$ cat src/core/ucaf_consts.svh
// constants for the usb control, address and frame-number block
// assumes a 32-bit classic wishbone slave with word-aligned registers
`ifndef UCAF_CONSTS_SVH
`define UCAF_CONSTS_SVH
// register byte offsets
`define UCAF_OFF_CON     8'h00
`define UCAF_OFF_ADDR    8'h04
`define UCAF_OFF_FRAME_NUMBER_LOW_FIELD    8'h08
`define UCAF_OFF_FRAME_NUMBER_HIGH_FIELD    8'h0c
`define UCAF_OFF_TOK     8'h10
`define UCAF_OFF_STAT    8'h14
// control register field positions
`define UCAF_CON_EN      0
`define UCAF_CON_PINGPONG_POINTER_RESET  1
`define UCAF_CON_RESUME  2
`define UCAF_CON_HOST_MODE_ENABLE  3
`define UCAF_CON_BUSY    5
// address register fields
`define UCAF_ADDR_LS     7
// reset values
`define UCAF_RST_BYTE    8'h00
`define UCAF_RST_FRAME   11'h000
// timing: one frame is 1 ms at 100 MHz
`define UCAF_FRAME_NS    1000000
`define UCAF_CLK_NS      10
`define UCAF_FRAME_CYC   (`UCAF_FRAME_NS / `UCAF_CLK_NS)
// low-speed eop length after resume, in clock cycles (about 1.3 us)
`define UCAF_LSEOP_NS    1330
`define UCAF_LSEOP_CYC   (`UCAF_LSEOP_NS / `UCAF_CLK_NS)
`endif

$ cat src/core/ucaf_pkg.sv
// types for the usb control, address and frame-number block
// assumes nothing beyond the constants header
package ucaf_pkg;
  // resume signalling phases
  typedef enum logic [1:0] {
    UCAF_RS_IDLE  = 2'b00,
    UCAF_RS_DRIVE = 2'b01,
    UCAF_RS_EOP   = 2'b10
  } ucaf_rs_state_t;
endpackage

$ cat src/core/ucaf_frame_timer.sv
// frame-start timer: one-cycle pulse every frame period while enabled
// assumes a single clock; clear restarts the count
`timescale 1ns/1ps
`default_nettype none
module ucaf_frame_timer #(
  parameter int FRAME_CYC = 100000
) (
  // clock and reset
  input  wire logic clk_i,
  input  wire logic rst_i,
  // control
  input  wire logic enable_i,
  input  wire logic clear_i,
  // event
  output logic      tick_o
);
  initial begin
    if (FRAME_CYC < 2) $error("frame period too short");
  end

  logic [31:0] cnt_q;

  // count while enabled; stopping the enable also parks the counter
  always_ff @(posedge clk_i) begin
    if (rst_i || clear_i || !enable_i) begin
      cnt_q  <= 32'h0;
      tick_o <= 1'b0;
    end else if (cnt_q == 32'(FRAME_CYC - 1)) begin
      cnt_q  <= 32'h0;
      tick_o <= 1'b1;
    end else begin
      cnt_q  <= cnt_q + 32'h1;
      tick_o <= 1'b0;
    end
  end
endmodule // ucaf_frame_timer
`default_nettype wire

$ cat src/core/ucaf_sync.sv
// three-stage synchroniser with an agreement filter on the last two stages
// assumes an asynchronous single-bit input
`timescale 1ns/1ps
`default_nettype none
module ucaf_sync (
  // clock and reset
  input  wire logic clk_i,
  input  wire logic rst_i,
  // data
  input  wire logic async_i,
  output logic      level_o
);
  logic s1_q;
  logic s2_q;
  logic s3_q;

  // first stage feeds only the second stage
  always_ff @(posedge clk_i) begin
    if (rst_i) begin
      s1_q <= 1'b0;
      s2_q <= 1'b0;
      s3_q <= 1'b0;
    end else begin
      s1_q <= async_i;
      s2_q <= s1_q;
      s3_q <= s2_q;
    end
  end

  // a change counts once the second and third stages agree
  always_ff @(posedge clk_i) begin
    if (rst_i) begin
      level_o <= 1'b0;
    end else if (s2_q == s3_q) begin
      level_o <= s3_q;
    end
  end
endmodule // ucaf_sync
`default_nettype wire

$ cat src/core/ucaf_top.sv
// usb control, address and frame-number registers behind a wishbone slave
// assumes the packet engine supplies sof capture, token done and pointer toggles
//
// Behaviour
// - ping-pong reset set to one returns every buffer pointer to even.
// - device mode: control bit 0 enables the module and its circuitry.
// - host mode: control bit 0 emits a frame-start token every millisecond.
// - any change of host-mode enable resets all host control logic; here it clears only the token register, busy flag and frame timer.
// - host mode: clearing resume appends a low-speed end-of-packet.
// - low-speed select one runs next token at low speed, else full.
// - address register holds a 7-bit device address, resets to zero.
// - frame number low eight bits read at bits 7 to 0.
// - frame number upper three bits read at bits 2 to 0.
// - every received frame-start token loads both frame registers.
// - bits above 7 (above 2 for high frame) ignore writes, read zero.
//
// Design decisions made here: the address map and the Wishbone slave port.
`include "ucaf_consts.svh"
`timescale 1ns/1ps
`default_nettype none
module ucaf_top
  import ucaf_pkg::*;
#(
  parameter int FRAME_CYC = `UCAF_FRAME_CYC,
  parameter int LSEOP_CYC = `UCAF_LSEOP_CYC,
  parameter int PP_EPS    = 16
) (
  // clock and reset
  input  wire logic        clk_i,
  input  wire logic        rst_i,
  // wishbone slave
  input  wire logic        cyc_i,
  input  wire logic        stb_i,
  input  wire logic        we_i,
  input  wire logic [7:0]  adr_i,
  input  wire logic [3:0]  sel_i,
  input  wire logic [31:0] dat_i,
  output logic [31:0]      dat_o,
  output logic             ack_o,
  // packet engine side
  input  wire logic        sof_rx_i,
  input  wire logic [10:0] sof_frame_i,
  input  wire logic        tok_done_i,
  input  wire logic        pp_toggle_i,
  input  wire logic [3:0]  pp_ep_i,
  input  wire logic        se0_pin_i,
  // control outputs
  output logic             module_enable_o,
  output logic             host_reset_o,
  output logic             sof_emit_o,
  output logic             resume_drive_o,
  output logic             ls_eop_o,
  output logic             low_speed_o,
  output logic [6:0]       dev_addr_o,
  output logic             tok_start_o,
  output logic [7:0]       tok_cmd_o,
  output logic [PP_EPS-1:0] pp_odd_o
);
  initial begin
    if (PP_EPS < 1 || PP_EPS > 16) $error("pp endpoint count out of range");
    if (LSEOP_CYC < 1 || LSEOP_CYC > 65535) $error("eop length out of range");
    if (FRAME_CYC < 2) $error("frame period too short");
  end

  // registers
  logic        en_q;
  logic        pingpong_pointer_reset_q;
  logic        resume_q;
  logic        host_mode_enable_q;
  logic        busy_q;
  logic [7:0]  addr_q;
  logic [10:0] frame_q;
  logic [7:0]  tok_q;
  logic        ack_q;
  logic        se0_sync;
  logic        sof_tick;
  logic        host_rst_q;
  logic        wr_stb;
  logic        byte0_wr;
  logic        tok_wr;
  ucaf_rs_state_t rs_q;
  logic [15:0] eop_cnt_q;
  logic [31:0] rd_d;

  // bus decode: a new access is taken only while ack is low
  assign wr_stb   = cyc_i && stb_i && we_i && !ack_q;
  assign byte0_wr = wr_stb && sel_i[0];
  assign tok_wr   = byte0_wr && (adr_i == `UCAF_OFF_TOK);

  // one wait-free answer, dropped in the following cycle
  always_ff @(posedge clk_i) begin
    if (rst_i) begin
      ack_q <= 1'b0;
    end else begin
      ack_q <= cyc_i && stb_i && !ack_q;
    end
  end
  assign ack_o = ack_q;

  // live single-ended-zero level from the pin
  ucaf_sync u_se0 (
    .clk_i   (clk_i),
    .rst_i   (rst_i),
    .async_i (se0_pin_i),
    .level_o (se0_sync)
  );

  // control register writable bits
  always_ff @(posedge clk_i) begin
    if (rst_i) begin
      en_q     <= 1'b0;
      pingpong_pointer_reset_q <= 1'b0;
      resume_q <= 1'b0;
      host_mode_enable_q <= 1'b0;
    end else if (byte0_wr && adr_i == `UCAF_OFF_CON) begin
      en_q     <= dat_i[`UCAF_CON_EN];
      pingpong_pointer_reset_q <= dat_i[`UCAF_CON_PINGPONG_POINTER_RESET];
      resume_q <= dat_i[`UCAF_CON_RESUME];
      host_mode_enable_q <= dat_i[`UCAF_CON_HOST_MODE_ENABLE];
    end
  end

  // any toggle of host enable pulses the host logic reset
  always_ff @(posedge clk_i) begin
    if (rst_i) begin
      host_rst_q <= 1'b0;
    end else begin
      host_rst_q <= byte0_wr && adr_i == `UCAF_OFF_CON
                    && dat_i[`UCAF_CON_HOST_MODE_ENABLE] != host_mode_enable_q;
    end
  end
  assign host_reset_o = host_rst_q;

  // ping-pong pointers per endpoint; reset wins while the control is held
  genvar g;
  generate
    for (g = 0; g < PP_EPS; g++) begin : g_pp
      always_ff @(posedge clk_i) begin
        if (rst_i || pingpong_pointer_reset_q) begin
          pp_odd_o[g] <= 1'b0;
        end else if (pp_toggle_i && pp_ep_i == 4'(g)) begin
          pp_odd_o[g] <= ~pp_odd_o[g];
        end
      end
    end
  endgenerate

  // host frame-start timer, restarted by the host reset
  ucaf_frame_timer #(
    .FRAME_CYC (FRAME_CYC)
  ) u_frame (
    .clk_i    (clk_i),
    .rst_i    (rst_i),
    .enable_i (en_q && host_mode_enable_q),
    .clear_i  (host_rst_q),
    .tick_o   (sof_tick)
  );
  assign sof_emit_o      = sof_tick;
  assign module_enable_o = en_q && !host_mode_enable_q;

  // token command register and busy flag; completion set by write wins
  always_ff @(posedge clk_i) begin
    if (rst_i || host_rst_q) begin
      tok_q  <= `UCAF_RST_BYTE;
      busy_q <= 1'b0;
    end else if (tok_wr && host_mode_enable_q) begin
      tok_q  <= dat_i[7:0];
      busy_q <= 1'b1;
    end else if (tok_done_i) begin
      busy_q <= 1'b0;
    end
  end

  // start pulse for the packet engine; the command is latched only when a
  // token is really started, so a refused write cannot disturb a running one
  always_ff @(posedge clk_i) begin
    if (rst_i) begin
      tok_start_o <= 1'b0;
      tok_cmd_o   <= `UCAF_RST_BYTE;
    end else begin
      tok_start_o <= tok_wr && host_mode_enable_q && !busy_q;
      if (tok_wr && host_mode_enable_q && !busy_q) begin
        tok_cmd_o <= dat_i[7:0];
      end
    end
  end

  // resume signalling; in host mode a low-speed eop follows the clear
  always_ff @(posedge clk_i) begin
    if (rst_i) begin
      rs_q      <= UCAF_RS_IDLE;
      eop_cnt_q <= 16'h0;
    end else begin
      unique case (rs_q)
        UCAF_RS_IDLE: begin
          if (resume_q) begin
            rs_q <= UCAF_RS_DRIVE;
          end
        end
        UCAF_RS_DRIVE: begin
          if (!resume_q) begin
            if (host_mode_enable_q) begin
              rs_q      <= UCAF_RS_EOP;
              eop_cnt_q <= 16'h0;
            end else begin
              rs_q <= UCAF_RS_IDLE;
            end
          end
        end
        UCAF_RS_EOP: begin
          if (eop_cnt_q == 16'(LSEOP_CYC - 1)) begin
            rs_q <= UCAF_RS_IDLE;
          end else begin
            eop_cnt_q <= eop_cnt_q + 16'h1;
          end
        end
        default: begin
          rs_q <= UCAF_RS_IDLE;
        end
      endcase
    end
  end
  assign resume_drive_o = (rs_q == UCAF_RS_DRIVE);
  assign ls_eop_o       = (rs_q == UCAF_RS_EOP);

  // address register: 7-bit address plus low-speed select
  always_ff @(posedge clk_i) begin
    if (rst_i) begin
      addr_q <= `UCAF_RST_BYTE;
    end else if (byte0_wr && adr_i == `UCAF_OFF_ADDR) begin
      addr_q <= dat_i[7:0];
    end
  end
  assign low_speed_o = addr_q[`UCAF_ADDR_LS];
  assign dev_addr_o  = addr_q[6:0];

  // frame number: loaded only by a received frame-start token
  always_ff @(posedge clk_i) begin
    if (rst_i) begin
      frame_q <= `UCAF_RST_FRAME;
    end else if (sof_rx_i) begin
      frame_q <= sof_frame_i;
    end
  end

  // read mux; unmapped offsets read zero and still acknowledge
  always_comb begin
    rd_d = 32'h0;
    unique case (adr_i)
      `UCAF_OFF_CON: begin
        rd_d[7] = !se0_sync;
        rd_d[6] = se0_sync;
        rd_d[`UCAF_CON_BUSY]   = busy_q;
        rd_d[`UCAF_CON_HOST_MODE_ENABLE] = host_mode_enable_q;
        rd_d[`UCAF_CON_RESUME] = resume_q;
        rd_d[`UCAF_CON_PINGPONG_POINTER_RESET] = pingpong_pointer_reset_q;
        rd_d[`UCAF_CON_EN]     = en_q;
      end
      `UCAF_OFF_ADDR: rd_d[7:0] = addr_q;
      `UCAF_OFF_FRAME_NUMBER_LOW_FIELD: rd_d[7:0] = frame_q[7:0];
      `UCAF_OFF_FRAME_NUMBER_HIGH_FIELD: rd_d[2:0] = frame_q[10:8];
      `UCAF_OFF_TOK:  rd_d[7:0] = tok_q;
      default:        rd_d = 32'h0;
    endcase
  end

  // read data held in a flop alongside ack
  always_ff @(posedge clk_i) begin
    if (rst_i) begin
      dat_o <= 32'h0;
    end else if (cyc_i && stb_i && !ack_q) begin
      dat_o <= rd_d;
    end
  end
endmodule // ucaf_top
`default_nettype wire

$ cat config.mk
export PLATFORM = sky130hd
export DESIGN_NAME = ucaf_top
export DESIGN_NICKNAME = d
export VERILOG_FILES = /design/src/core/ucaf_pkg.sv /design/src/core/ucaf_frame_timer.sv /design/src/core/ucaf_sync.sv /design/src/core/ucaf_top.sv
export VERILOG_INCLUDE_DIRS = /design/src /design/src/core
export SDC_FILE = /design/constraint.sdc
export NUM_CORES = 1
export LEC_CHECK = 0
export ABC_AREA = 1
export BUFFER_PORTS_ARGS = -buffer_cell sky130_fd_sc_hd__buf_2
export CORE_MARGIN = 4
export CORE_UTILIZATION = 55
export DETAILED_ROUTE_END_ITERATION = 16
export PLACE_DENSITY_LB_ADDON = 0.08
export SLEW_MARGIN = 20
export SYNTH_ARGS = -nofsm -noshare
export SYNTH_HDL_FRONTEND = slang
export SYNTH_SLANG_ARGS = --single-unit
$ cat constraint.sdc
create_clock -name clk_i -period 2.8 [get_ports clk_i]
set_input_delay 0.42 -clock clk_i [delete_from_list [all_inputs] [get_ports clk_i]]
set_output_delay 0.42 -clock clk_i [all_outputs]
set_load 0.05 [all_outputs]
### Yosys cells after proc, flatten, opt, wreduce, memory -nomap -nowiden

Index checks and enable logic that the tools add are counted.

| cells by class | value |
|---|---|
| add/subtract/negate cells | 2 |
| mux-type cells | 16 |
| reduce and logical (&&, ||, !) cells | 45 |
| equality and inequality tests | 30 |
| bitwise operators | 16 |

Operator list:

| operator | number |
|---|---|
| $mux 16 | 3 |
| $add 32x1->32 const B | 1 |
| $eq 32x17->1 const B | 1 |
| $eq 4x4->1 const B | 8 |
| $pmux 16 s2 | 1 |
| $logic_and 1x1->1 | 29 |
| $add 16x1->16 const B | 1 |
| $eq 16x8->1 const B | 1 |
| $eq 4x3->1 const B | 4 |
| $eq 8x4->1 const B | 2 |
| $not 1->1 | 16 |
| $pmux 3 s5 | 1 |
| $pmux 3 s4 | 1 |
| $eq 4x2->1 const B | 2 |
| $eq 8x3->1 const B | 1 |
| $eq 8x5->1 const B | 1 |
| $logic_not 8->1 | 1 |
| $mux 2 | 4 |
| $ne 2x2->1 const B | 3 |
| $pmux 2 s3 | 1 |
| $logic_not 1->1 | 5 |
| $eq 4x1->1 const B | 1 |
| $logic_not 4->1 | 1 |
| $ne 2x1->1 const B | 2 |
| other kinds (13) | 18 |

| storage, ports and cells | value |
|---|---|
| output and inout port bits | 71 |
| input bits | 68 |
| register bits | 122 |

### Depth between registers and ports, before layout

Gate-level depths: netlist of the first run.

| logic depth | value |
|---|---|
| word-level depth | 7 |
| depth in mapped cells | 10 |
| gate-level depth less buffers | 10 |

### Cells and area by module

Synthesis of the first run repeated with hierarchy kept, for this count alone.

| unflattened totals | value |
|---|---|
| cell total of the unflattened synthesis | 935 |
| area, all modules | 6232.2 µm² |

By module, submodules not included:

| module | instances | area an instance (µm²) | sequential area each (µm²) | cells each |
|---|---|---|---|---|
| ucaf_top | 1 | 4147.7 | 1701.6 | 591 |
| ucaf_frame_timer | 1 | 1963.1 | 660.6 | 331 |
| ucaf_sync | 1 | 121.4 | 80.1 | 13 |

### Worst setup path before layout of the first run

Ideal clock, no wire load.

| path | value |
|---|---|
| path type | register to register |
| from | reg rs_q[0] |
| to | reg eop_cnt_q[10] |
| data arrival time | 1.772 ns |
| setup time | 0.132 ns |
| stages on the path, launching flop included | 7 |
| required time | 2.668 ns |
| slack | 0.896 ns |
| cells stage by stage | dfxtp_1 -> inv_1 -> nor2_1 -> nand3_1 -> buf_2 -> nand3_1 -> a21oi_1 |

| between the ends | value |
|---|---|
| longest elaborated chain between the ends | 3 |
| elaborated cells on any way between the ends | 8 |

Ends and longest elaborated chain:

| what | RTL line | source |
|---|---|---|
| start, declared | ucaf_top.sv:81 | `ucaf_rs_state_t rs_q;` |
| start signal, assigned | ucaf_top.sv:191 | `rs_q <= UCAF_RS_IDLE;` |
| start signal, assigned | ucaf_top.sv:197 | `rs_q <= UCAF_RS_DRIVE;` |
| start signal, assigned | ucaf_top.sv:203 | `rs_q <= UCAF_RS_EOP;` |
| $eq 2x1->1 * | n/a |  |
| via resume_drive_o | ucaf_top.sv:51 | `output logic resume_drive_o,` |
| $ne 2x1->1 (no line), or another cell as far along | n/a |  |
| $reduce_and 4->1 (no line) | n/a |  |
| end signal, assigned | ucaf_top.sv:214 | `eop_cnt_q <= eop_cnt_q + 16'h1;` |
| end, declared | ucaf_top.sv:82 | `logic [15:0] eop_cnt_q;` |

The timed path passes the listed nets; every way through them passes the cells marked *.
A chain may end at the register's enable or synchronous reset.

### Worst setup path in the final report of the first run

| path | value |
|---|---|
| from | reg rs_q[1] |
| to | out ls_eop_o |

| between the ends | value |
|---|---|
| longest elaborated chain between the ends | 1 |

Ends and longest elaborated chain:

| what | RTL line | source |
|---|---|---|
| $eq 2x2->1 | ucaf_top.sv:224 | `assign ls_eop_o = (rs_q == UCAF_RS_EOP);` |
| end, declared | ucaf_top.sv:52 | `output logic ls_eop_o,` |

No other way between the ends.

==> qor.yml, run 1 <==
cts_tree: "built"
ys_seq_elements: 122
vias: 5813
fin_crit_sh_pct: 73.4
fin_skew_ps: 8.89
clock_sinks: 122
clk-insertion-delay-late_ps: 410
p_switching_uw: 985
synth_edf_count: 0
die-area_sq_um: 13000
fin_tns_setup_ps: 0
htreeDepth: 4
synthTopCellsByCount: "nand2_1, nor2_1, dfxtp_1"
diodes: 0
yosysMostFrequentCell: "nand2_1"
wl_met3_microns: 905
worst_slew_margin_rel_pct: 52.1
crit_required_ps: 2380
antenna_found_initial: 0
final_cells: 1142
tightest_slew_ps: 716
grt_pass1_wl_microns: 24800
synth_fa_ha_area_share_pct: 0.608
switching_share_pct: 23.6
fin_util_pct: 65.6
synth_compound_area_share_pct: 11.4
drt_iter0_drc: 307
ys.flop_type: "dfxtp_1"
yosys.area_share.simple_pct: 34.6
status: "finished, final reports clean"
async_flop_share_pct: 0
synthCells: 902
hp-class: "input port to flip-flop"
max_freq_mhz: 487
grt_max_degree: 38
crit_path_start_kind: "flip-flop"
grt_pass1_vias: 5470
start_util_pct: 56.5
arrival_ps: 1630
viasPerCell: 5.09
synth_top_family_by_area: "simple AND/OR/NAND/NOR gates"
p_leak_nw: 2.91
dr.pass1.iters: 5
ff_latch_area_sq_um: 2440
netlist_area_sq_um: 6170
area_delta_synth_final_pct: 16.2
place.gp.congestion: 0.910
dp_hpwl_microns: 10900
nFillCells: 1024
yosys.area_share.xor_xnor_pct: 2.41
wl_microns: 14700
wire_per_inst_microns: 12.9
grt.overflow.total: 0
max-cap-violations: 0
yosys_warnings: 0
multi_input_area_sq_um: 3110
drv_slew: 0
clk_pin_slew_ps: 60
top_layer: "met4"
cts-resized-gates: 0
setup_violations: 0
hold_violations: 0
cts_setup_buffers: 0
ys_types: 39
hold_buffers: 0
track_usage_pct: 23.3
final_nets: 1061
wl_met2_microns: 6710
synth_area_per_cell_sq_um: 6.85
cts_root_buffer: "clkbuf_16"
yosys.area.top_type: "dfxtp_1"
io-pin-count: 139
clockPowerShare_pct: 51.5
drive_above_1_share_pct: 16.3
worst_hold_slack_ps: 223
crit_type: "flip-flop to output pin"
synth_top_area_share_pct: 39.6
p_seq_share_pct: 42.5
yosys-mux-area-fraction_pct: 0
crit_path_max_fanout: 14
synth.area.top_cells: "dfxtp_1, nand2_1, nor2_1"
io_buffer_count: 87
drcViolationCount: 0
ant_nets: 0
numCtsBuffers: 17
cp-end-kind: "output pin"
rsz0062_at_grt: "no"
die_h_microns: 114
rows: 38
met1Wirelength_microns: 6770
coreArea_sq_um: 10900
max-clock-path-buffers: 2
ir_worst_vdd_mv: 0.443
power_density_nw_per_um2: 581
comb_power_share_pct: 6.0
yosysSeqAreaShare_pct: 39.6
dieWidth_microns: 114
numPlacedInstances: 1111
post-route-min-period_ps: 2050
intPower_mw: 3.18
## state kept, by name, summed over array words and instances (netlist names), 2 cells and up
signal         count
addr_q             8
eop_cnt_q         16
tok_q              8
frame_q           11
dat_o              8
rs_q               2
tok_cmd_o          8
u_frame.cnt_q     32
pp_odd_o          16
## layout make-up
| cell class | count | share of cell area (%) |
|---|---|---|
| Tap cell | 140 | 2.44 |
| Clock inverter | 11 | 1.67 |
| Multi-Input combinational cell | 654 | 43.4 |
| Inverter | 105 | 5.58 |
| Sequential cell | 122 | 34.0 |
| Timing Repair Buffer | 90 | 6.38 |
| Clock buffer | 20 | 6.50 |
## per-stage QoR
step,power [mW],cell area [sq um],worst slack [ps]
floorplan,2.01,6260,896
global placement,2.05,6590,865
detailed placement,2.06,6590,841
CTS,4.20,7180,748
global route,4.31,7180,664
finish,4.17,7180,745
## placed cells by master, fill, tap and decap left out, types with 24 or more instances in the layout
cell / count
nand2_1: 186
nor2_1: 145
dfxtp_1: 122
inv_1: 99
buf_2: 87
nand3_1: 79
a21oi_1: 64
o21ai_0: 52
conb_1: 24
## final timing paths
kind / to / slack, ps / startpoint / cells past startpoint
setup reg to reg: eop_cnt_q[7] / 1010 / host_mode_enable_q / 4
setup / recovery: ls_eop_o / 750 / rs_q[1] / 3
hold reg to reg: u_se0.s2_q / 410 / u_se0.s1_q / 2
hold / removal: frame_q[7] / 220 / sof_frame_i[7] / 3
## worst max-delay path, stage by stage (launching register included)
cell     delay [ps]
dfxtp_1         350
nand2_1         120
inv_1           390
buf_2           360
## routing by layer
layer,up-vias,track usage [%]
met2,171,37.4
met4,0,8.71
met1,2591,30.6
met5,-,0
li1,3028,-
met3,23,5.57
## logic make-up (layout without fill, tap and decap cells)
family / count (synthesis) / count (layout)
compound gates: 131 / 131
xor+xnor: 17 / 17
fa+ha+maj: 3 / 3
buf+inv: 149 / 226
flops: 122 / 122
other cells: 1 / 24
simple gates: 479 / 479
## power groups by stage
stage	clock network (mW)	logic, mW	registers, mW
5_1_grt	2.26	0.273	1.77
4_1_cts	2.18	0.250	1.77
6_report	2.15	0.250	1.77
2_1_floorplan	0	0.175	1.84
3_3_place_gp	0	0.247	1.81
3_5_place_dp	0	0.249	1.81
No activity file was read; power rests on OpenSTA's default activity.
==> run 2: changes to the inputs <==
clock period = 1.96 ns   (was 2.8 ns; I/O delays follow)
==> qor.yml, run 2 (same netlist as run 1, synthesis figures left out) <==
dp_hpwl_microns: 10800  # -0.56%
cp-end-kind: "output pin"
nFillCells: 983  # -4.0%
final_nets: 1070  # +0.85%
fin_util_pct: 66.8  # +1.2 points
rsz0062_at_grt: "no"
path_buf_inv: 3  # +1
crit_type: "flip-flop to output pin"
htreeDepth: 4  # unchanged
ir_worst_vdd_mv: 0.739  # +67%
setup_slack_ps: 219  # -526 ps
worst_hold_slack_ps: 102  # -121 ps
final_cells: 1152  # +0.88%
ant_nets: 0  # unchanged
hold_violations: 0  # unchanged
viasPerCell: 5.11  # +0.36%
stdcell_area_sq_um: 7310  # +1.8%
place.gp.congestion: 0.941  # +3.4%
cts-resized-gates: 0  # unchanged
tightest_slew_ps: 523  # -194 ps
place_ws_ps: 249  # -592 ps
reg.largest.list: "u_frame.cnt_q: 32 flops, eop_cnt_q: 16 flops, pp_odd_o: 16 flops"
arrival_ps: 1450  # -180 ps
fin_crit_sh_pct: 88.8
wire_per_inst_microns: 12.8  # -0.42%
worst_slew_margin_rel_pct: 65.1  # +13 points
cts_setup_buffers: 0  # unchanged
placed_area_sq_um: 6670  # +1.2%
layout.cells.most_common: "nand2_1"
grt_max_degree: 31  # -18%
area_delta_synth_final_pct: 18.4
hp-class: "input port to flip-flop"
hold_buffers: 0  # unchanged
grt.overflow.total: 0  # unchanged
io-pin-count: 139  # unchanged
drcViolationCount: 0  # unchanged
critPathSlowestCell: "dfxtp_1"
fin_tns_setup_ps: 0  # unchanged
coreArea_sq_um: 10900  # unchanged
crit_path_start_kind: "flip-flop"
grt_pass1_vias: 5233  # -4.3%
regMostFlops: "u_frame.cnt_q"
dr.pass1.iters: 5  # unchanged
crit_path_max_fanout: 7  # -7
drv_slew: 0  # unchanged
drt_iter0_drc: 433  # +41%
cts_root_buffer: "clkbuf_16"
max_stage_delay_ps: 350  # -40 ps
crit_chain: "nand2_1 > inv_1 > buf_4 > buf_2"
drive_above_1_share_pct: 16.9  # +0.63 points
rows: 38  # unchanged
numPlacedInstances: 1120  # +0.81%
cts_tree: "built"
power_mw: 6.25  # +50%
numCtsBuffers: 17  # unchanged
mostFrequentLayoutCells: "nand2_1, nor2_1, dfxtp_1, inv_1, buf_2"
fin_skew_ps: 4.56  # -4.33 ps
die-area_sq_um: 13000  # unchanged
p_leak_nw: 2.99  # +2.7%
largest_reg_flops: 32  # unchanged
dieWidth_microns: 114  # unchanged
status: "finished, final reports clean"
crit_required_ps: 1670  # -710 ps
wl_microns: 14700  # +0.46%
die_h_microns: 114  # unchanged
clock_sinks: 122  # unchanged
vias: 5885  # +1.2%
max_freq_mhz: 574
max-clock-path-buffers: 2  # unchanged
grt_pass1_wl_microns: 24300  # -2.2%
power_density_nw_per_um2: 855  # +47%
clk_pin_slew_ps: 60  # about the same
clk-insertion-delay-late_ps: 410  # about the same
diodes: 0  # unchanged
crit_family: "buffers and inverters"
io_buffer_count: 87  # unchanged
track_usage_pct: 23.0  # -0.37 points
post-route-min-period_ps: 1740
setup_violations: 0  # unchanged
max-cap-violations: 0  # unchanged
start_util_pct: 56.5  # unchanged
antenna_found_initial: 1  # +1
## run 2: cell count changes in the layout (fill, tap and decap cells not counted)
cell and change:
buf_4 +8, bufinv_16 +2, clkbuf_1 +2, clkinv_2 -2, clkinvlp_4 -2, buf_12 +1, clkinv_4 +1
## run 2: worst min-delay path, cell delays in order
cell,delay [ps]
buf_2,70
nor2_1,30
nor2_1,80
## run 2: area by class of cell
type / count / area, sq um / area share (%)
Clock inverter: 10 / 164 / 2.24
Tap cell: 140 / 175 / 2.40
Inverter: 105 / 400 / 5.48
Sequential cell: 122 / 2440 / 33.4
Multi-Input combinational cell: 654 / 3110 / 42.6
Clock buffer: 22 / 474 / 6.49
Timing Repair Buffer: 99 / 538 / 7.36
## run 2: final timing paths
kind / endpoint / slack [ps] / cells after the start / start
max reg2reg: eop_cnt_q[8] / 260 / 6 / eop_cnt_q[0]
min: frame_q[8] / 100 / 3 / sof_frame_i[8]
max: ls_eop_o / 220 / 4 / rs_q[1]
min reg2reg: u_se0.s2_q / 420 / 2 / u_se0.s1_q
## run 2: power by group
group	internal [mW]	total (mW)	switching [mW]
Clock	2.23	3.36	1.13
Combinational	0.0818	0.360	0.278
Sequential	2.51	2.53	0.0156
Total	4.83	6.25	1.42
## run 2: routing by layer
metal	wire [microns]	track usage, %	vias to the layer above
met4	187	6.65	2
met3	920	5.62	20
met2	6860	37.0	172
li1	-	-	3049
met5	7	0	-
met1	6770	30.7	2642
